[src/boot_host_regs.svh]
/*
  timing constants for the host-side reset and first-access sequencer.
  assumes a 50 MHz core clock (20 ns period).
*/
`ifndef BOOT_HOST_REGS_SVH
`define BOOT_HOST_REGS_SVH

`define CLK_PERIOD_NS        20
`define RST_PULSE_NS         30
`define RST_PULSE_CYC        ((`RST_PULSE_NS + `CLK_PERIOD_NS - 1) / `CLK_PERIOD_NS)
`define AVD_HOLD_NS          70
`define AVD_HOLD_CYC         ((`AVD_HOLD_NS + `CLK_PERIOD_NS - 1) / `CLK_PERIOD_NS)
`define BUSY_MAX_US          1300
`define ERASE_EXTRA_US       500
`define BOOT_BUSY_CYC        ((`BUSY_MAX_US + `ERASE_EXTRA_US) * 1000 / `CLK_PERIOD_NS)
`define WE_WIDTH_NS          47
`define WE_WIDTH_CYC         ((`WE_WIDTH_NS + `CLK_PERIOD_NS - 1) / `CLK_PERIOD_NS)
`define REC_NS               20
`define REC_CYC              ((`REC_NS + `CLK_PERIOD_NS - 1) / `CLK_PERIOD_NS)
`define RD_ACC_NS            103
`define RD_ACC_CYC           ((`RD_ACC_NS + `CLK_PERIOD_NS - 1) / `CLK_PERIOD_NS)
`define CNT_W                17

`endif

[src/boot_host_pkg.sv]
/*
  types of the host-side sequencer.
  assumes nothing beyond a SystemVerilog compiler.
*/
package boot_host_pkg;
  typedef enum logic [1:0] {
    WAIT_TIMER,
    WAIT_POLL,
    WAIT_STALL
  } first_mode_type;

  typedef enum {
    ST_RESET,
    ST_AVD_HOLD,
    ST_BOOT_WAIT,
    ST_IDLE,
    ST_ACCESS,
    ST_RECOVER
  } seq_state_type;
endpackage

[src/boot_host_ctrl.sv]
/*
  host-side controller: drives device reset, waits for the boot download (stall mode
  instead stretches the first access until busy releases), then runs single read/write cycles with chip select and strobes.
  assumes a 50 MHz CORE_CLK, a synchronous active-low RESET_N and a
  device busy pin that is asynchronous to CORE_CLK.
*/
`include "boot_host_regs.svh"
module boot_host_ctrl (
  input  wire logic                          CORE_CLK,
  input  wire logic                          RESET_N,
  input  wire logic                          START_RESET,
  input  wire boot_host_pkg::first_mode_type MODE,
  input  wire logic                          MUX_IF,
  input  wire logic                          REQ,
  input  wire logic                          REQ_WRITE,
  input  wire logic [12:0]                   REQ_ADDR,
  input  wire logic [15:0]                   REQ_WDATA,
  input  wire logic                          BUSY_N,
  input  wire logic [15:0]                   D_IN,
  output logic                               HW_RESET_IN_N,
  output logic                               ADDRESS_VALID_STROBE_N,
  output logic                               CE_N,
  output logic                               OE_N,
  output logic                               WE_N,
  output logic [12:0]                        ADDR,
  output logic [15:0]                        D_OUT,
  output logic                               D_OE_N,
  output logic                               READY,
  output logic                               DONE,
  output logic [15:0]                        RDATA,
  output logic                               BOOT_TIMEOUT
);
  import boot_host_pkg::*;

  localparam logic [`CNT_W-1:0] RST_CYC  = `CNT_W'(`RST_PULSE_CYC);
  localparam logic [`CNT_W-1:0] AVD_CYC  = `CNT_W'(`AVD_HOLD_CYC);
  localparam logic [`CNT_W-1:0] BOOT_CYC = `CNT_W'(`BOOT_BUSY_CYC);
  localparam logic [`CNT_W-1:0] WE_CYC   = `CNT_W'(`WE_WIDTH_CYC);
  localparam logic [`CNT_W-1:0] RD_CYC   = `CNT_W'(`RD_ACC_CYC);
  localparam logic [`CNT_W-1:0] REC_CYC  = `CNT_W'(`REC_CYC);

  seq_state_type     state_ff;
  seq_state_type     nxt_state;
  logic [`CNT_W-1:0] cnt_ff;
  logic [`CNT_W-1:0] nxt_cnt;
  logic              first_ff;
  logic              wr_ff;
  logic              busy_n_s;
  logic              rst_n_ff;
  logic              avd_n_ff;
  logic              ce_n_ff;
  logic              oe_n_ff;
  logic              we_n_ff;
  logic              doe_n_ff;
  logic [12:0]       addr_ff;
  logic [15:0]       dout_ff;
  logic [15:0]       rdata_ff;
  logic              ready_ff;
  logic              done_ff;
  logic              tmo_ff;

  sync3 u_busy_sync (
    .clk      (CORE_CLK),
    .reset_n  (RESET_N),
    .async_in (BUSY_N),
    .init_val (1'b1),
    .sync_out (busy_n_s)
  );

  wire cnt_zero   = (cnt_ff == '0);
  wire cnt_dec_ok = !cnt_zero;
  // first access may only be stretched on busy in stall mode
  wire stall_busy = first_ff && (MODE == WAIT_STALL) && !busy_n_s;
  wire acc_end    = cnt_zero && !stall_busy;
  wire boot_ok    = (MODE == WAIT_TIMER) ? cnt_zero :
                    (MODE == WAIT_POLL)  ? busy_n_s : 1'b1;
  wire take_req   = (state_ff == ST_IDLE) && REQ;
  wire nxt_wr     = take_req ? REQ_WRITE : wr_ff;
  // access length follows the request being taken, not the last one
  wire [`CNT_W-1:0] acc_cyc = nxt_wr ? WE_CYC : RD_CYC;

  always_comb begin
    nxt_state = state_ff;
    nxt_cnt   = cnt_dec_ok ? cnt_ff - 1'b1 : cnt_ff;
    case (state_ff)
      ST_RESET: begin
        // hold reset low for the minimum pulse width
        if (cnt_zero) begin
          nxt_state = ST_AVD_HOLD;
          nxt_cnt   = AVD_CYC;
        end
      end
      ST_AVD_HOLD: begin
        // poll mode sits out the hold so a late busy fall is synchronised
        if (cnt_zero || (!MUX_IF && (MODE != WAIT_POLL))) begin
          nxt_state = ST_BOOT_WAIT;
          nxt_cnt   = BOOT_CYC;
        end
      end
      ST_BOOT_WAIT: begin
        // stall mode leaves at once, so a first access may be issued while the device still downloads boot code
        if (boot_ok) begin
          nxt_state = ST_IDLE;
        end
      end
      ST_IDLE: begin
        if (REQ) begin
          nxt_state = ST_ACCESS;
          nxt_cnt   = acc_cyc;
        end
      end
      ST_ACCESS: begin
        if (acc_end) begin
          nxt_state = ST_RECOVER;
          nxt_cnt   = REC_CYC;
        end
      end
      ST_RECOVER: begin
        if (cnt_zero) begin
          nxt_state = ST_IDLE;
        end
      end
      default: begin
        nxt_state = ST_RESET;
        nxt_cnt   = RST_CYC;
      end
    endcase
    if (START_RESET) begin
      nxt_state = ST_RESET;
      nxt_cnt   = RST_CYC;
    end
  end

  always_ff @(posedge CORE_CLK) begin
    if (!RESET_N) begin
      state_ff <= ST_RESET;
      cnt_ff   <= RST_CYC;
    end else begin
      state_ff <= nxt_state;
      cnt_ff   <= nxt_cnt;
    end
  end

  // both strobes move together, so write start and end are one edge
  always_ff @(posedge CORE_CLK) begin
    if (!RESET_N) begin
      rst_n_ff <= 1'b0;
      avd_n_ff <= 1'b0;
      ce_n_ff  <= 1'b1;
      oe_n_ff  <= 1'b1;
      we_n_ff  <= 1'b1;
      doe_n_ff <= 1'b1;
      addr_ff  <= 13'h0000;
      dout_ff  <= 16'h0000;
      rdata_ff <= 16'h0000;
      wr_ff    <= 1'b0;
      first_ff <= 1'b1;
      ready_ff <= 1'b0;
      done_ff  <= 1'b0;
      tmo_ff   <= 1'b0;
    end else begin
      rst_n_ff <= (nxt_state != ST_RESET);
      avd_n_ff <= (nxt_state != ST_RESET) && (nxt_state != ST_AVD_HOLD);
      ready_ff <= (nxt_state == ST_IDLE);
      done_ff  <= 1'b0;
      if (take_req) begin
        wr_ff   <= REQ_WRITE;
        addr_ff <= REQ_ADDR;
        dout_ff <= REQ_WDATA;
      end
      ce_n_ff  <= (nxt_state != ST_ACCESS);
      oe_n_ff  <= !((nxt_state == ST_ACCESS) && !nxt_wr);
      we_n_ff  <= !((nxt_state == ST_ACCESS) && nxt_wr);
      doe_n_ff <= !((nxt_state == ST_ACCESS) && nxt_wr);
      if ((state_ff == ST_ACCESS) && acc_end) begin
        done_ff  <= 1'b1;
        first_ff <= 1'b0;
        if (!wr_ff) begin
          rdata_ff <= D_IN;
        end
      end
      if (state_ff == ST_RESET) begin
        first_ff <= 1'b1;
        tmo_ff   <= 1'b0;
      end
      if ((state_ff == ST_BOOT_WAIT) && cnt_zero && !busy_n_s) begin
        tmo_ff <= 1'b1;
      end
    end
  end

  assign HW_RESET_IN_N          = rst_n_ff;
  assign ADDRESS_VALID_STROBE_N = avd_n_ff;
  assign CE_N                   = ce_n_ff;
  assign OE_N                   = oe_n_ff;
  assign WE_N                   = we_n_ff;
  assign ADDR                   = addr_ff;
  assign D_OUT                  = dout_ff;
  assign D_OE_N                 = doe_n_ff;
  assign READY                  = ready_ff;
  assign DONE                   = done_ff;
  assign RDATA                  = rdata_ff;
  assign BOOT_TIMEOUT           = tmo_ff;
endmodule

[src/sync3.sv]
/*
  three-stage synchroniser with agreement of the last two stages.
  assumes the input is asynchronous to clk.
*/
module sync3 (
  input  wire logic clk,
  input  wire logic reset_n,
  input  wire logic async_in,
  input  wire logic init_val,
  output logic      sync_out
);
  logic s1_ff;
  logic s2_ff;
  logic s3_ff;
  logic out_ff;
  wire  agree = (s2_ff == s3_ff);

  always_ff @(posedge clk) begin
    if (!reset_n) begin
      s1_ff  <= init_val;
      s2_ff  <= init_val;
      s3_ff  <= init_val;
      out_ff <= init_val;
    end else begin
      s1_ff <= async_in;
      s2_ff <= s1_ff;
      s3_ff <= s2_ff;
      if (agree) begin
        out_ff <= s3_ff;
      end
    end
  end

  assign sync_out = out_ff;
endmodule

[config.mk]
export PLATFORM = sky130hd
export DESIGN_NAME = boot_host_ctrl
export DESIGN_NICKNAME = d
export VERILOG_FILES = /design/src/boot_host_pkg.sv /design/src/boot_host_ctrl.sv /design/src/sync3.sv
export VERILOG_INCLUDE_DIRS = /design/src
export SDC_FILE = /design/constraint.sdc
export NUM_CORES = 1
export LEC_CHECK = 0
export BUFFER_PORTS_ARGS = -buffer_cell sky130_fd_sc_hd__buf_2
export CORE_MARGIN = 3
export CORE_UTILIZATION = 25
export CTS_BUF_LIST = sky130_fd_sc_hd__clkbuf_16
export DETAILED_ROUTE_END_ITERATION = 7
export HOLD_SLACK_MARGIN = 0.02
export PLACE_DENSITY = 0.47
export REMOVE_ABC_BUFFERS = 1
export SKIP_CTS_REPAIR_TIMING = 1
export SLEW_MARGIN = 10
export SYNTH_ARGS = -nofsm -noshare
export SYNTH_HDL_FRONTEND = slang
export SYNTH_SLANG_ARGS = --single-unit
export TNS_END_PERCENT = 10
[constraint.sdc]
create_clock -name CORE_CLK -period 3.9 [get_ports CORE_CLK]
set_clock_uncertainty 0.05 [all_clocks]
set_input_delay 0.585 -clock CORE_CLK [delete_from_list [all_inputs] [get_ports CORE_CLK]]
set_output_delay 0.585 -clock CORE_CLK [all_outputs]
set_load 0.02 [all_outputs]
### Word-level counts from Yosys, hierarchy flattened

Index checks and enable logic that the tools add are counted.

* $add $sub $neg: 1
* reductions and logical operators: 28
* mux-type cells: 21
* equal/unequal tests: 16
* bitwise operators: 2

Operators with widths (count)
* 32-bit 2-to-1 mux: 7
* 32-bit case mux with 6 select lines: 1
* 32-bit by 3-bit equality test with 1-bit output (second input constant): 5
* 17-bit 2-to-1 mux: 5
* 17-bit case mux with 5 select lines: 1
* 32-bit by 2-bit equality test with 1-bit output (second input constant): 2
* 32-bit by 4-bit equality test with 1-bit output (second input constant): 2
* 32-bit zero test: 2
* 32-bit by 1-bit equality test with 1-bit output (second input constant): 1
* 32-bit by 2-bit != test with 1-bit output (second input constant): 1
* 32-bit by 4-bit != test with 1-bit output (second input constant): 1
* 32-bit nonzero test: 1
* 17-bit zero test: 1
* 17-bit by 1-bit subtractor with 17-bit output (second input constant): 1
* 1-bit logical AND: 11
* 1-bit zero test: 6
* 1-bit 2-to-1 mux: 6
* 2-bit OR reduction: 3
* 3-bit 2-to-1 mux: 1
* 2-bit by 1-bit equality test with 1-bit output (second input constant): 1
* 2-bit equality test (second input constant): 1
* 2-bit zero test: 1
* 2-bit by 1-bit != test with 1-bit output (second input constant): 1
* 1-bit NOT: 2
* 4 further kinds: 4

* output and inout bits: 54
* input bits: 54
* register bits: 108

### Logic depth before layout (Yosys ltp)

Gate-level depths: netlist of the first run.

* depth in word-level cells: 11
* depth in mapped cells: 12
* gate-level depth less buffers: 12

### Cells and area by module

A second synthesis of the first run with hierarchy kept.

* cell total of the unflattened synthesis: 427
* area, all modules: 4127.7 um2

By module, submodules not included
* boot_host_ctrl: cells an instance 412, sequential area each 2082.0 um2, instances 1, area each 3981.3 um2
* sync3: cells an instance 15, sequential area each 90.1 um2, instances 1, area each 146.4 um2

### Least setup slack after synthesis of the first run

Ideal clock, no wire load.

* kind: register -> register
* start point: reg cnt_ff[0]
* end point: reg rdata_ff[10] (netlist: RDATA[10])
* library setup time: 0.128 ns
* data arrival time: 2.181 ns
* cell stages (with the launch flop): 11
* path slack: 1.541 ns
* path buffers: 2
* cells stage by stage: dfxtp_1 -> inv_1 -> ha_1 -> nor4b_4 -> nand3_2 -> or4_4 -> nor3b_2 -> buf_6 -> buf_12 -> mux2i_1 -> nor2_1

* cells in the longest elaborated chain, start to end: 4

RTL lines
* start, declared: RTL line boot_host_ctrl.sv:44 `` logic [`CNT_W-1:0] cnt_ff; ``
* start signal, assigned: RTL line boot_host_ctrl.sv:140 `cnt_ff <= nxt_cnt;`
* 17-bit zero test: RTL line boot_host_ctrl.sv:70 `wire cnt_zero = (cnt_ff == '0);`
* 1-bit logical AND: RTL line boot_host_ctrl.sv:74 `wire acc_end = cnt_zero && !stall_busy;`
* 1-bit logical AND: RTL line boot_host_ctrl.sv:175 `if ((state_ff == ST_ACCESS) && acc_end) begin`
* 2-bit AND reduction (no source line)
* end signal, assigned: RTL line boot_host_ctrl.sv:155 `rdata_ff <= 16'h0000;`
* end signal, assigned: RTL line boot_host_ctrl.sv:179 `rdata_ff <= D_IN;`
* end, declared: RTL line boot_host_ctrl.sv:57 `logic [15:0] rdata_ff;`

No other way between the ends.
A chain may end at the register's enable or synchronous reset.

### Final worst setup path of the first run

* start point: reg cnt_ff[0]
* end point: reg rdata_ff[11] (netlist: RDATA[11])

Same word-level chain as after synthesis.

==> results of run 1 <==
flip-flops by register name, summed over array words and instances (netlist names), 13 cells and up:
register	flops
RDATA	16
D_OUT	16
ADDR	13
cnt_ff	17
state_ff	32
cells in the mapped netlist (all sizes together), types with 3 or more instances:
master	count
inv	9
xnor2	3
and3	4
nor4	12
nor2	41
a31oi	3
mux2i	18
a211oi	3
ha	3
nand4	3
nand2	85
dfxtp	108
clkbuf	13
a21oi	49
xor2	10
buf	7
nor3	4
o21ai	7
nor2b	3
nor3b	3
nand2b	4
nand3	8
nand3b	4
final timing paths:
kind                            cells after the start  slack [ns]                end
worst min register to register                      1        0.38  u_busy_sync.s2_ff
worst min-delay path                                1        0.38  u_busy_sync.s2_ff
worst max-delay path                                9        1.16          RDATA[11]
worst max register to register                      9        1.16          RDATA[11]
logic make-up (layout without fill, tap and decap cells):
logic type	after synthesis	in the layout	share of synthesized area
AOI/OAI and AO/OA	82	82	0.123
xor gates and xnor gates	13	13	0.0282
adders and majority gates	3	3	0.00930
buffers and inverters	29	135	0.0372
DFF	108	108	0.536
muxes	18	18	0.0446
other	1	29	0.000929
and+or+nand+nor	182	182	0.221
report_power, final:
group,internal [mW],total [mW],switching [mW]
Combinational,0.0246,0.0535,0.0289
Clock,0.627,1.03,0.406
Sequential,1.12,1.13,0.00564
per-stage QoR:
| step | std cells | hold slack [ns] |
|---|---|---|
| final | 781 | 0.379 |
| after global routing | 781 | 0.374 |
| after CTS | 781 | 0.380 |
| after detailed placement | 767 | 0.347 |
| after global placement | 767 | 0.345 |
| after floorplan | 444 | 0.336 |
area by class of cell:
cell class                 instances  area, um2
sequential                       108       2160
clock buffer                       9        225
multi-input combinational        327       1840
clock inverter                     5        110
timing repair buffer             112        573
inverter                           9       33.8
fill                            1649      10300
tap                              211        264
metal layers:
layer | vias to the layer above | track usage
met5 | - | 0
met4 | 0 | 0.0445
met3 | 13 | 0.0308
met2 | 87 | 0.190
met1 | 1592 | 0.151
li1 | 1731 | -
==> results by stage, run 1 <==
Run status:
- The flow ran to the end, and the final reports show no timing, DRC or antenna violations.

Yosys:
- After technology mapping, the gate count stands at 436.
- The netlist area before placement is 0.00404 mm2.
- The most used flip-flop cell after synthesis is sky130_fd_sc_hd__dfxtp_1.
- The post-synthesis area per instance is 9.26 um2.
- The share of synthesized area in the top cell type comes to 0.536.
- The warning count from the yosys run is 0.
- The biggest area contributor in the post-synthesis netlist is sky130_fd_sc_hd__dfxtp_1.
- The number of enable flip-flop cells after synthesis is 0.
- By area the synthesized netlist is led by sky130_fd_sc_hd__dfxtp_1, sky130_fd_sc_hd__nand2_1, sky130_fd_sc_hd__a21oi_1.
- The synthesized design contains 108 register bits.
- Of the synthesized area, sequential elements account for 0.536.
- The post-synthesis async set-or-reset flop share is 0.
- Yosys mapped the design onto 58 distinct sky130hd cell types.

Floorplan:
- From bottom edge to top edge, the die measures 133 um.
- The die outline width is 133 um.
- The total core area is 0.0155 mm2.
- The floorplan has 45 rows.
- 108 I/O pins were placed.
- For this configuration, the core starts out at a cell density of 0.261.
- The die outline area is 0.0177 mm2.

Layout:
- The antenna diode instance count is 0.
- The commonest non-fill, non-tap cell in the layout is sky130_fd_sc_hd__dfxtp_1.
- In the layout the commonest cells are sky130_fd_sc_hd__dfxtp_1, sky130_fd_sc_hd__buf_2, sky130_fd_sc_hd__nand2_1.
- After the last flow step, the layout net total stands at 624.
- For this run, the share of the core covered by cells in the final layout is 0.336.
- Summing all non-filler instances in the final layout gives an area of 0.00520 mm2.
- The area added between synthesis and finish is 28.9%.
- Of the cells placed in the final design, the portion with a size suffix greater than 1 is 0.237.

Timing:
- Setup repair after global routing left no endpoint under its margin.
- Once routing completed, OpenROAD measured the worst setup slack at 1.16 ns.
- The remaining max-slew budget at the tightest pin is 0.525.
- The count of endpoints failing setup in the final report is 0.
- Dividing the final minimum period by the clock period gives 0.703.
- The maximum clock frequency is 0.365 GHz.
- The count of final max-slew check failures is 0.
- The final sum of negative setup slack is 0 ns.
- At the pin with the least slew margin, the transition time is 0.707 ns.
- The worst path in the final design needs a cycle of 2.74 ns, including I/O delays and setup.
- The final-report hold violation count was 0.

Min path:
- The worst hold path begins at u_busy_sync.s1_ff.
- The type of the worst min-delay path is flip-flop to flip-flop.

Drt:
- Wire segments on met3 add up to 638 um in the final route.
- The number of detailed-route iterations in the first pass is 4.
- Across all layers, the routed design uses 3423 vias.
- In the final routing, the length of wire on met1 measures 4610 um.
- The detailed router finished its first iteration with 146 violations.
- The total length of routed wires is 10300 um.
- The wire length on met2 is 4900 um.
- The average wire per standard cell is 13.2 um.
- In the routed layout, each cell is associated on average with a via count of 4.38.
- The uppermost layer routed is met4.
- The DRC violations left is 0.
- In this run the remaining antenna-violating nets after routing total 0.

Power:
- The largest voltage drop on the vdd net is 0.254 mV.
- The power density over the cells is 425 mW/mm2.
- For this design the static power due to leakage is 2.12 nW.
- The total chip power is 2.21 mW.

Worst setup path:
- The category of the worst setup path capture point is a flip-flop.
- The source of the worst register-to-register timing path is cnt_ff[0].
- The category of the most critical setup path is flip-flop to flip-flop.
- Traced cell by cell, the critical path runs through inv_1 -> ha_1 -> nor4b_4 -> nand3_2 -> or4_4 -> nor3b_4 -> buf_4 -> mux2i_1 -> nor2_1.
- The source of the critical timing path is cnt_ff[0].
- The biggest fanout along the worst timing path is 16.
- The critical path's top delay family is simple AND/OR/NAND/NOR gates.
- The required arrival time at the worst endpoint is 4.07 ns.
- For this design, the slowest cell found on the critical path is sky130_fd_sc_hd__or4_4.
- The delay contributed by the slowest stage of the critical path is 0.59 ns.
- The critical path contains buffers and inverters numbering 2 combined.
- The startpoint class of the critical path is a flip-flop.
- The arrival time of data at the critical path endpoint is 2.91 ns.

Placed design:
- Summing all placed instances gives a cell area of 0.00487 mm2.
- The HPWL after detailed placement is 7610 um.
- Timing analysis after detailed placement gives a worst setup slack of 1.20 ns.
- The number of I/O port buffers is 107.
- The last weighted congestion value of the routability-driven placer is 0.828.

CTS:
- The number of clock sinks is 108.
- The deepest clock path buffer count is 2.
- The root buffer cell chosen for the clock tree is sky130_fd_sc_hd__clkbuf_16.
- In this run the number of H-tree levels came out at 3.
- The clock latency at the later pin of the worst-skew pair is 0.35 ns.
- After clock tree synthesis, the clock-pin slew on the worst setup and hold paths is 0.07 ns.
- Clock tree synthesis inserted a total of 9 buffers.
- TritonCTS built the clock tree.

Global route:
- The global routing usage summed across all routing layers is 0.118.
- The pin count of the biggest net entering global routing is 44.
- The number of global-route vias before repair was 3289.
- The number of antenna violations at the first check in global routing is 0.
- The global-route wire length before repair is 16800 um.
- Summed over all layers, the global routing overflow is 0.

Flow run:
- The number of max-capacitance violations reported is 0.
Power figures use the tool's default switching activity.
==> run 2: changes to the inputs <==
- PLACE_DENSITY: 0.47 -> 0.48
- clock period: 3.9 -> 2.4 ns (I/O delays scaled with it)
==> run 2 against run 1 <==
  * The flow now finishes with violations (negative setup slack)
  * Global-route usage fell by 0.22 points
  * Flip-flop and latch count unchanged
  * Via count up 1.0%
  * Power increased by 57%
  * Register-to-register slack got worse by 1.2 ns
  * Hold slack worse by 0.24 ns
  * First-iteration DRC count up 1.4%
  * Worst setup slack lost 1.2 ns
  * Combinational power up 63%
  * Critical path type unchanged
==> results by stage, run 2 (synthesized netlist as in run 1, its figures left out) <==
Timing:
- In the post-route analysis, the smallest setup slack over all paths is -0.0428 ns.
- The remaining max-slew budget at the tightest pin is 0.665.
- The post-route fraction of the period consumed by the critical path is 1.02.
- At the pin with the least slew margin, the transition time is 0.502 ns.
- Setup repair after global routing could not meet its margin everywhere.
- The count of final max-slew check failures is 0.
- The routed design could run at a clock period as short as 2.44 ns.
- The maximum clock frequency is 0.409 GHz.
- The final-report hold violation count came to 0.
- The count of endpoints failing setup in the final report is 11.

Floorplan:
- The number of rows created at floorplan is 45.
- The vertical die dimension is 133 um.
- The total core area is 0.0155 mm2.
- The die covers 0.0177 mm2.
- The initial utilization of the core area, before any placement, comes to 0.261.
- The die outline width is 133 um.
- The count of boundary I/O pins is 108.

Layout:
- The number of flip-flops under the largest register name is 32.
- For this run, the post-layout net count is 645.
- The top cell types in the final layout, fill and taps aside, are sky130_fd_sc_hd__dfxtp_1, sky130_fd_sc_hd__buf_2, sky130_fd_sc_hd__nand2_1.
- The largest registers in the layout are state_ff x32, cnt_ff x17.
- The number of antenna diodes in the final layout is 0.
- The most flop-heavy register is state_ff.
- The final design area excluding fillers is 0.00540 mm2.
- Compared with the post-synthesis result, the final layout area differs by 33.8%.
- In the final layout, the share of cells above drive strength 1 is 0.278.
- The number of fill cells is 1609.

Worst setup path:
- The category of the most critical setup path is flip-flop to flip-flop.
- Walking the worst path, the cells encountered are inv_2 -> ha_4 -> nor4b_4 -> nand3_2 -> or4_4 -> nor3b_4 -> clkbuf_16 -> mux2i_1 -> nor2_1.
- The required arrival time at the worst endpoint is 2.59 ns.
- Along the worst path, the maximum fanout reaches 8.
- The worst setup path is launched from a flip-flop.
- The delay contributed by the slowest stage of the critical path is 0.57 ns.
- In this run the worst setup path begins at cnt_ff[1].
- In this run the critical register-to-register path is launched from cnt_ff[1].
- At the worst endpoint, the arrival time is 2.63 ns.
- The worst setup path is captured at a flip-flop.
- The cell type of the slowest stage on the worst timing path is sky130_fd_sc_hd__or4_4.

Global route:
- The first global-routing pass estimated 16600 um of wire.
- The pin count of the biggest net entering global routing is 38.
- The remaining global-route overflow is 0.
- In the global route stage, overall resource usage came out at 0.116.
- The number of antenna violations at the first check in global routing is 0.
- The number of global-route vias before repair came to 3296.

Placed design:
- Input and output buffers added on the ports amount to 107.
- After detailed placement, the total cell area comes to 0.00502 mm2.
- Detailed placement finished with a half-perimeter wire length of 7820 um.
- The last weighted congestion value of the routability-driven placer is 0.838.

Power:
- The share of total power dissipated in the clock network is 0.447.
- The internal power is 2.69 mW.
- The total chip power is 3.46 mW.
- VDD sags by at most 0.418 mV.
- The analysis attributes to cell leakage a power of 2.22 nW.
- The combinational cell fraction of total power is 0.025.
- Of the total power, the share spent switching nets is 0.222.
- The power density over the cells is 641 mW/mm2.
- For this design the total switching power over the nets is 0.768 mW.
- The share of total power dissipated in sequential elements is 0.528.

Drt:
- In the routed design, unresolved DRC markers number 0.
- After detailed routing, the number of vias per cell comes to 4.30.
- The violation count after the first detailed-route iteration is 148.
- The routed via count is 3458.
- The count of nets left with antenna violations once routing finished came out at 0.
- The number of detailed-route iterations in the first pass is 6.
- For this block, the routed nets add up to 10400 um of wire.
- The average wire per standard cell is 13.0 um.

CTS:
- The level count of the clock H-tree is 3.
- The number of clock sinks is 108.
- The clock reaches the later pin of the worst-skew pair after 0.36 ns.
- TritonCTS built the clock tree.
- In this run, CTS created clock tree buffers numbering 9.
- The clock-pin slew reported for the worst setup and hold paths after clock tree synthesis is 0.07 ns.
- The longest clock path from root to sink contains 2 buffers.
- The tree is rooted in a sky130_fd_sc_hd__clkbuf_16.

Flow run:
- The number of max-capacitance violations reported is 0.

Run status:
- The checks that failed: negative setup slack.
- The flow ran to the end, but the final reports show violations.

Min path:
- The type of the worst min-delay path is primary input to flip-flop.
- The launch point of the worst hold path is BUSY_N.
==> run 2: changes by cell type in the layout (fill, tap and decap cells not counted), moves of 2 or more <==
| cell | delta |
|---|---|
| sky130_fd_sc_hd__buf_4 | +19 |
| sky130_fd_sc_hd__bufinv_16 | -2 |
| sky130_fd_sc_hd__inv_1 | -2 |
| sky130_fd_sc_hd__inv_2 | +2 |
==> run 2: worst paths after layout <==
path | depth (start not counted) | slack [ns] | end
worst max register to register | 9 | -0.04 | RDATA[5]
worst min-delay path | 2 | 0.13 | u_busy_sync.s1_ff
worst min register to register | 1 | 0.38 | u_busy_sync.s2_ff
worst max-delay path | 9 | -0.04 | RDATA[5]
==> run 2: stage by stage <==
| stage | utilization | hold WS, ns | setup TNS (ns) | setup WS (ns) | std cells |
|---|---|---|---|---|---|
| final | 0.349 | 0.134 | -0.331 | -0.0428 | 804 |
| after global routing | 0.349 | 0.131 | -2.31 | -0.169 | 804 |
| after CTS | 0.344 | 0.126 | -0.227 | -0.0341 | 801 |
| after detailed placement | 0.324 | 0.354 | -0.00362 | -0.00362 | 785 |
| after global placement | 0.324 | 0.349 | 0 | 0.0655 | 785 |
| after floorplan | - | 0.336 | -9.42 | -0.589 | 444 |
==> run 2: worst max-delay path: cells and delay by family (launching register included) <==
kind | cells | cell delay, ns
adder cells (fa/ha/maj) | 1 | 0.14
buffers and inverters | 2 | 0.30
flip-flops | 1 | 0.33
multiplexers | 1 | 0.19
AND/OR/NAND/NOR | 5 | 1.32
==> run 2: power groups by stage <==
stage               clock network [mW]  registers [mW]  logic (mW)
CTS                               1.60            1.83      0.0868
finish                            1.55            1.83      0.0874
floorplan                            0            1.87      0.0267
global route                      1.65            1.83      0.0997
global placement                     0            1.87      0.0866
detailed placement                   0            1.87      0.0864
==> run 2: metal layers <==
metal / up-vias / share of wire / GRT usage
met5: - / 0 / 0
met4: 0 / 0.016 / 0.0491
met3: 12 / 0.058 / 0.0304
met2: 83 / 0.46 / 0.179
met1: 1586 / 0.47 / 0.152
li1: 1777 / - / -
==> run 2: area by class of cell <==
type | instances | area [um2] | share of cell area
clock inverters | 7 | 91.3 | 0.0169
inverters | 9 | 33.8 | 0.00626
repair buffers | 133 | 761 | 0.141
flip-flops and latches | 108 | 2160 | 0.401
clock buffers | 9 | 225 | 0.0417
well taps | 211 | 264 | 0.0489
multi-input cells | 327 | 1860 | 0.345
==> run 3: changes to the inputs <==
- PLACE_DENSITY: 0.48 -> not set
==> run 3 against run 2 <==
  * The flow now finishes without violations
  * Hold slack improved by 0.0053 ns
  * Power is 0.21% lower
  * Global-route usage fell by 0.63 points
  * Critical path type unchanged
  * Highest routed layer unchanged
==> results by stage, run 3 (synthesized netlist as in run 1, its figures left out) <==
Run status:
- The run finished with clean final reports.

Floorplan:
- The die outline area is 0.0177 mm2.
- For this configuration, the core starts out at a cell density of 0.261.
- The number of rows created at floorplan is 45.
- The count of boundary I/O pins is 108.
- The total core area is 0.0155 mm2.
- The die is 133 um tall.
- The die outline width is 133 um.

Worst setup path:
- By startpoint and endpoint, the worst setup path is classified as flip-flop to flip-flop.
- The worst setup path is captured at a flip-flop.
- The startpoint class of the critical path is a flip-flop.
- STA puts the critical path data required time at 2.60 ns.
- Data on the critical path arrives at its endpoint at 2.58 ns.
- The biggest fanout along the worst timing path is 9.

CTS:
- The number of clock sinks is 108.
- The clock-pin slew reported for the worst setup and hold paths after clock tree synthesis is 0.07 ns.
- Clock tree synthesis inserted a total of 9 buffers.
- At the later pin of the worst-skew pair, clock insertion delay measures 0.34 ns.
- The H-tree generated during clock tree synthesis spans 3 levels.
- The CTS tree is built.
- The deepest clock path buffer count is 2.
- Clock tree synthesis selected as its root buffer the cell sky130_fd_sc_hd__clkbuf_16.

Placed design:
- After detailed placement, the design holds a cell count of 785.
- Buffers placed on the I/O ports in this run total 107.
- At the end of routability-driven placement, the weighted congestion stood at 0.888.
- Before CTS, the worst setup slack after placement is 0.0257 ns.
- The detailed placer's ending HPWL is 7160 um.
- The cell area reported after detailed placement is 0.00501 mm2.

Power:
- The power density over the cells is 648 mW/mm2.
- The completed layout was analyzed and its total power is 3.45 mW.
- The static leakage is 2.21 nW.
- IR analysis of the VDD net gives a maximum drop of 0.380 mV.

Drt:
- In the routed design, unresolved DRC markers number 0.
- After the first detailed-routing iteration, the DRC count stood at 250.
- In this run the remaining antenna-violating nets after routing total 0.
- The via-per-instance ratio is 4.28.
- The first detailed-routing pass ran for 4 iterations.
- The routed layout has 3431 vias.
- The total length of routed wires is 9740 um.
- The average wire per standard cell is 12.2 um.

Layout:
- The net count reported at finish is 643.
- The number of antenna diodes in the final layout is 0.
- The area added between synthesis and finish is 32.1%.
- The library cells used most frequently in the layout, excluding fill and tap cells, are sky130_fd_sc_hd__dfxtp_1, sky130_fd_sc_hd__buf_2, sky130_fd_sc_hd__nand2_1.
- For this run, the number of standard cells in the final layout without fillers is 801.
- The final design area excluding fillers is 0.00533 mm2.
- The number of flip-flops under the largest register name is 32.
- The number of fill cells is 1567.
- Of the cells placed in the final design, the portion with a size suffix greater than 1 is 0.264.
- The most flop-heavy register is state_ff.
- In the final layout, the registers with the most flip-flops are state_ff x32, cnt_ff x17.
- The library cell used most frequently in the layout, excluding fill and tap cells, is sky130_fd_sc_hd__dfxtp_1.

Timing:
- For the finished layout, the period the worst path requires is 2.39 ns.
- The count of final max-slew check failures is 0.
- The count of endpoints failing setup in the final report is 0.
- The final sum of negative setup slack is 0 ns.
- Setup repair after global routing could not meet its margin everywhere.
- The remaining max-slew budget at the tightest pin is 0.486.
- The maximum clock frequency is 0.419 GHz.
- For the pin with the worst max-slew slack, the measured transition is 0.769 ns.
- The final-report hold violation count came to 0.
- Of the available clock period, the critical path in the final layout requires 0.995.
- The post-layout worst setup margin is 0.0130 ns.

Global route:
- The pin count of the biggest net entering global routing is 30.
- The number of global-route vias before repair is 3215.
- The number of antenna violations at the first check in global routing is 0.
- The global-route wire length before repair is 15600 um.
- The global routing usage summed across all routing layers is 0.109.
- The remaining global-route overflow is 0.

Flow run:
- The tool flagged a number of max-cap violations equal to 0.

Min path:
- The worst hold path belongs to the class primary input to flip-flop.
==> run 3: path summary, 6_finish.rpt <==
kind	start	end	slack, ns	cells past startpoint
worst max-delay path	cnt_ff[0]	RDATA[9]	0.01	9
worst min-delay path	BUSY_N	u_busy_sync.s1_ff	0.14	2
worst max register to register	cnt_ff[0]	RDATA[9]	0.01	9
worst min register to register	u_busy_sync.s1_ff	u_busy_sync.s2_ff	0.36	1
==> run 3: stage by stage <==
| stage | utilization | hold WS, ns |
|---|---|---|
| after floorplan | - | 0.336 |
| after global placement | 0.324 | 0.339 |
| after detailed placement | 0.324 | 0.345 |
| after CTS | 0.343 | 0.127 |
| final | 0.344 | 0.140 |
| after global routing | 0.344 | 0.135 |
==> run 3: layer usage <==
metal | track usage | vias to the layer above | part of all wire
li1 | - | 1779 | -
met1 | 0.142 | 1548 | 0.46
met2 | 0.169 | 88 | 0.47
met3 | 0.0342 | 16 | 0.054
met4 | 0.0439 | 0 | 0.021
met5 | 0 | - | 0
==> run 3: worst max-delay path: stages, from the launching register on <==
cell and delay, ns:
sky130_fd_sc_hd__dfxtp_1 0.32, sky130_fd_sc_hd__inv_1 0.08, sky130_fd_sc_hd__ha_1 0.19, sky130_fd_sc_hd__nor4b_4 0.24
sky130_fd_sc_hd__nand3_2 0.11, sky130_fd_sc_hd__or4_4 0.56, sky130_fd_sc_hd__nor3b_2 0.24, sky130_fd_sc_hd__buf_4 0.24
sky130_fd_sc_hd__mux2i_1 0.21, sky130_fd_sc_hd__nor2_1 0.05
==> run 3: report_power, final <==
group          internal [mW]  total [mW]  switching (mW)
clock network          0.901        1.54           0.637
logic                 0.0424      0.0884          0.0460
registers               1.82        1.83         0.00919
total                   2.76        3.45           0.692
==> run 3: cell type report <==
cell class,count,area [um2],area share
tap,211,264,0.0495
multi-input combinational,327,1840,0.344
inverter,9,33.8,0.00634
clock inverter,6,82.6,0.0155
clock buffer,9,225,0.0422
sequential,108,2160,0.406
timing repair buffer,131,728,0.137
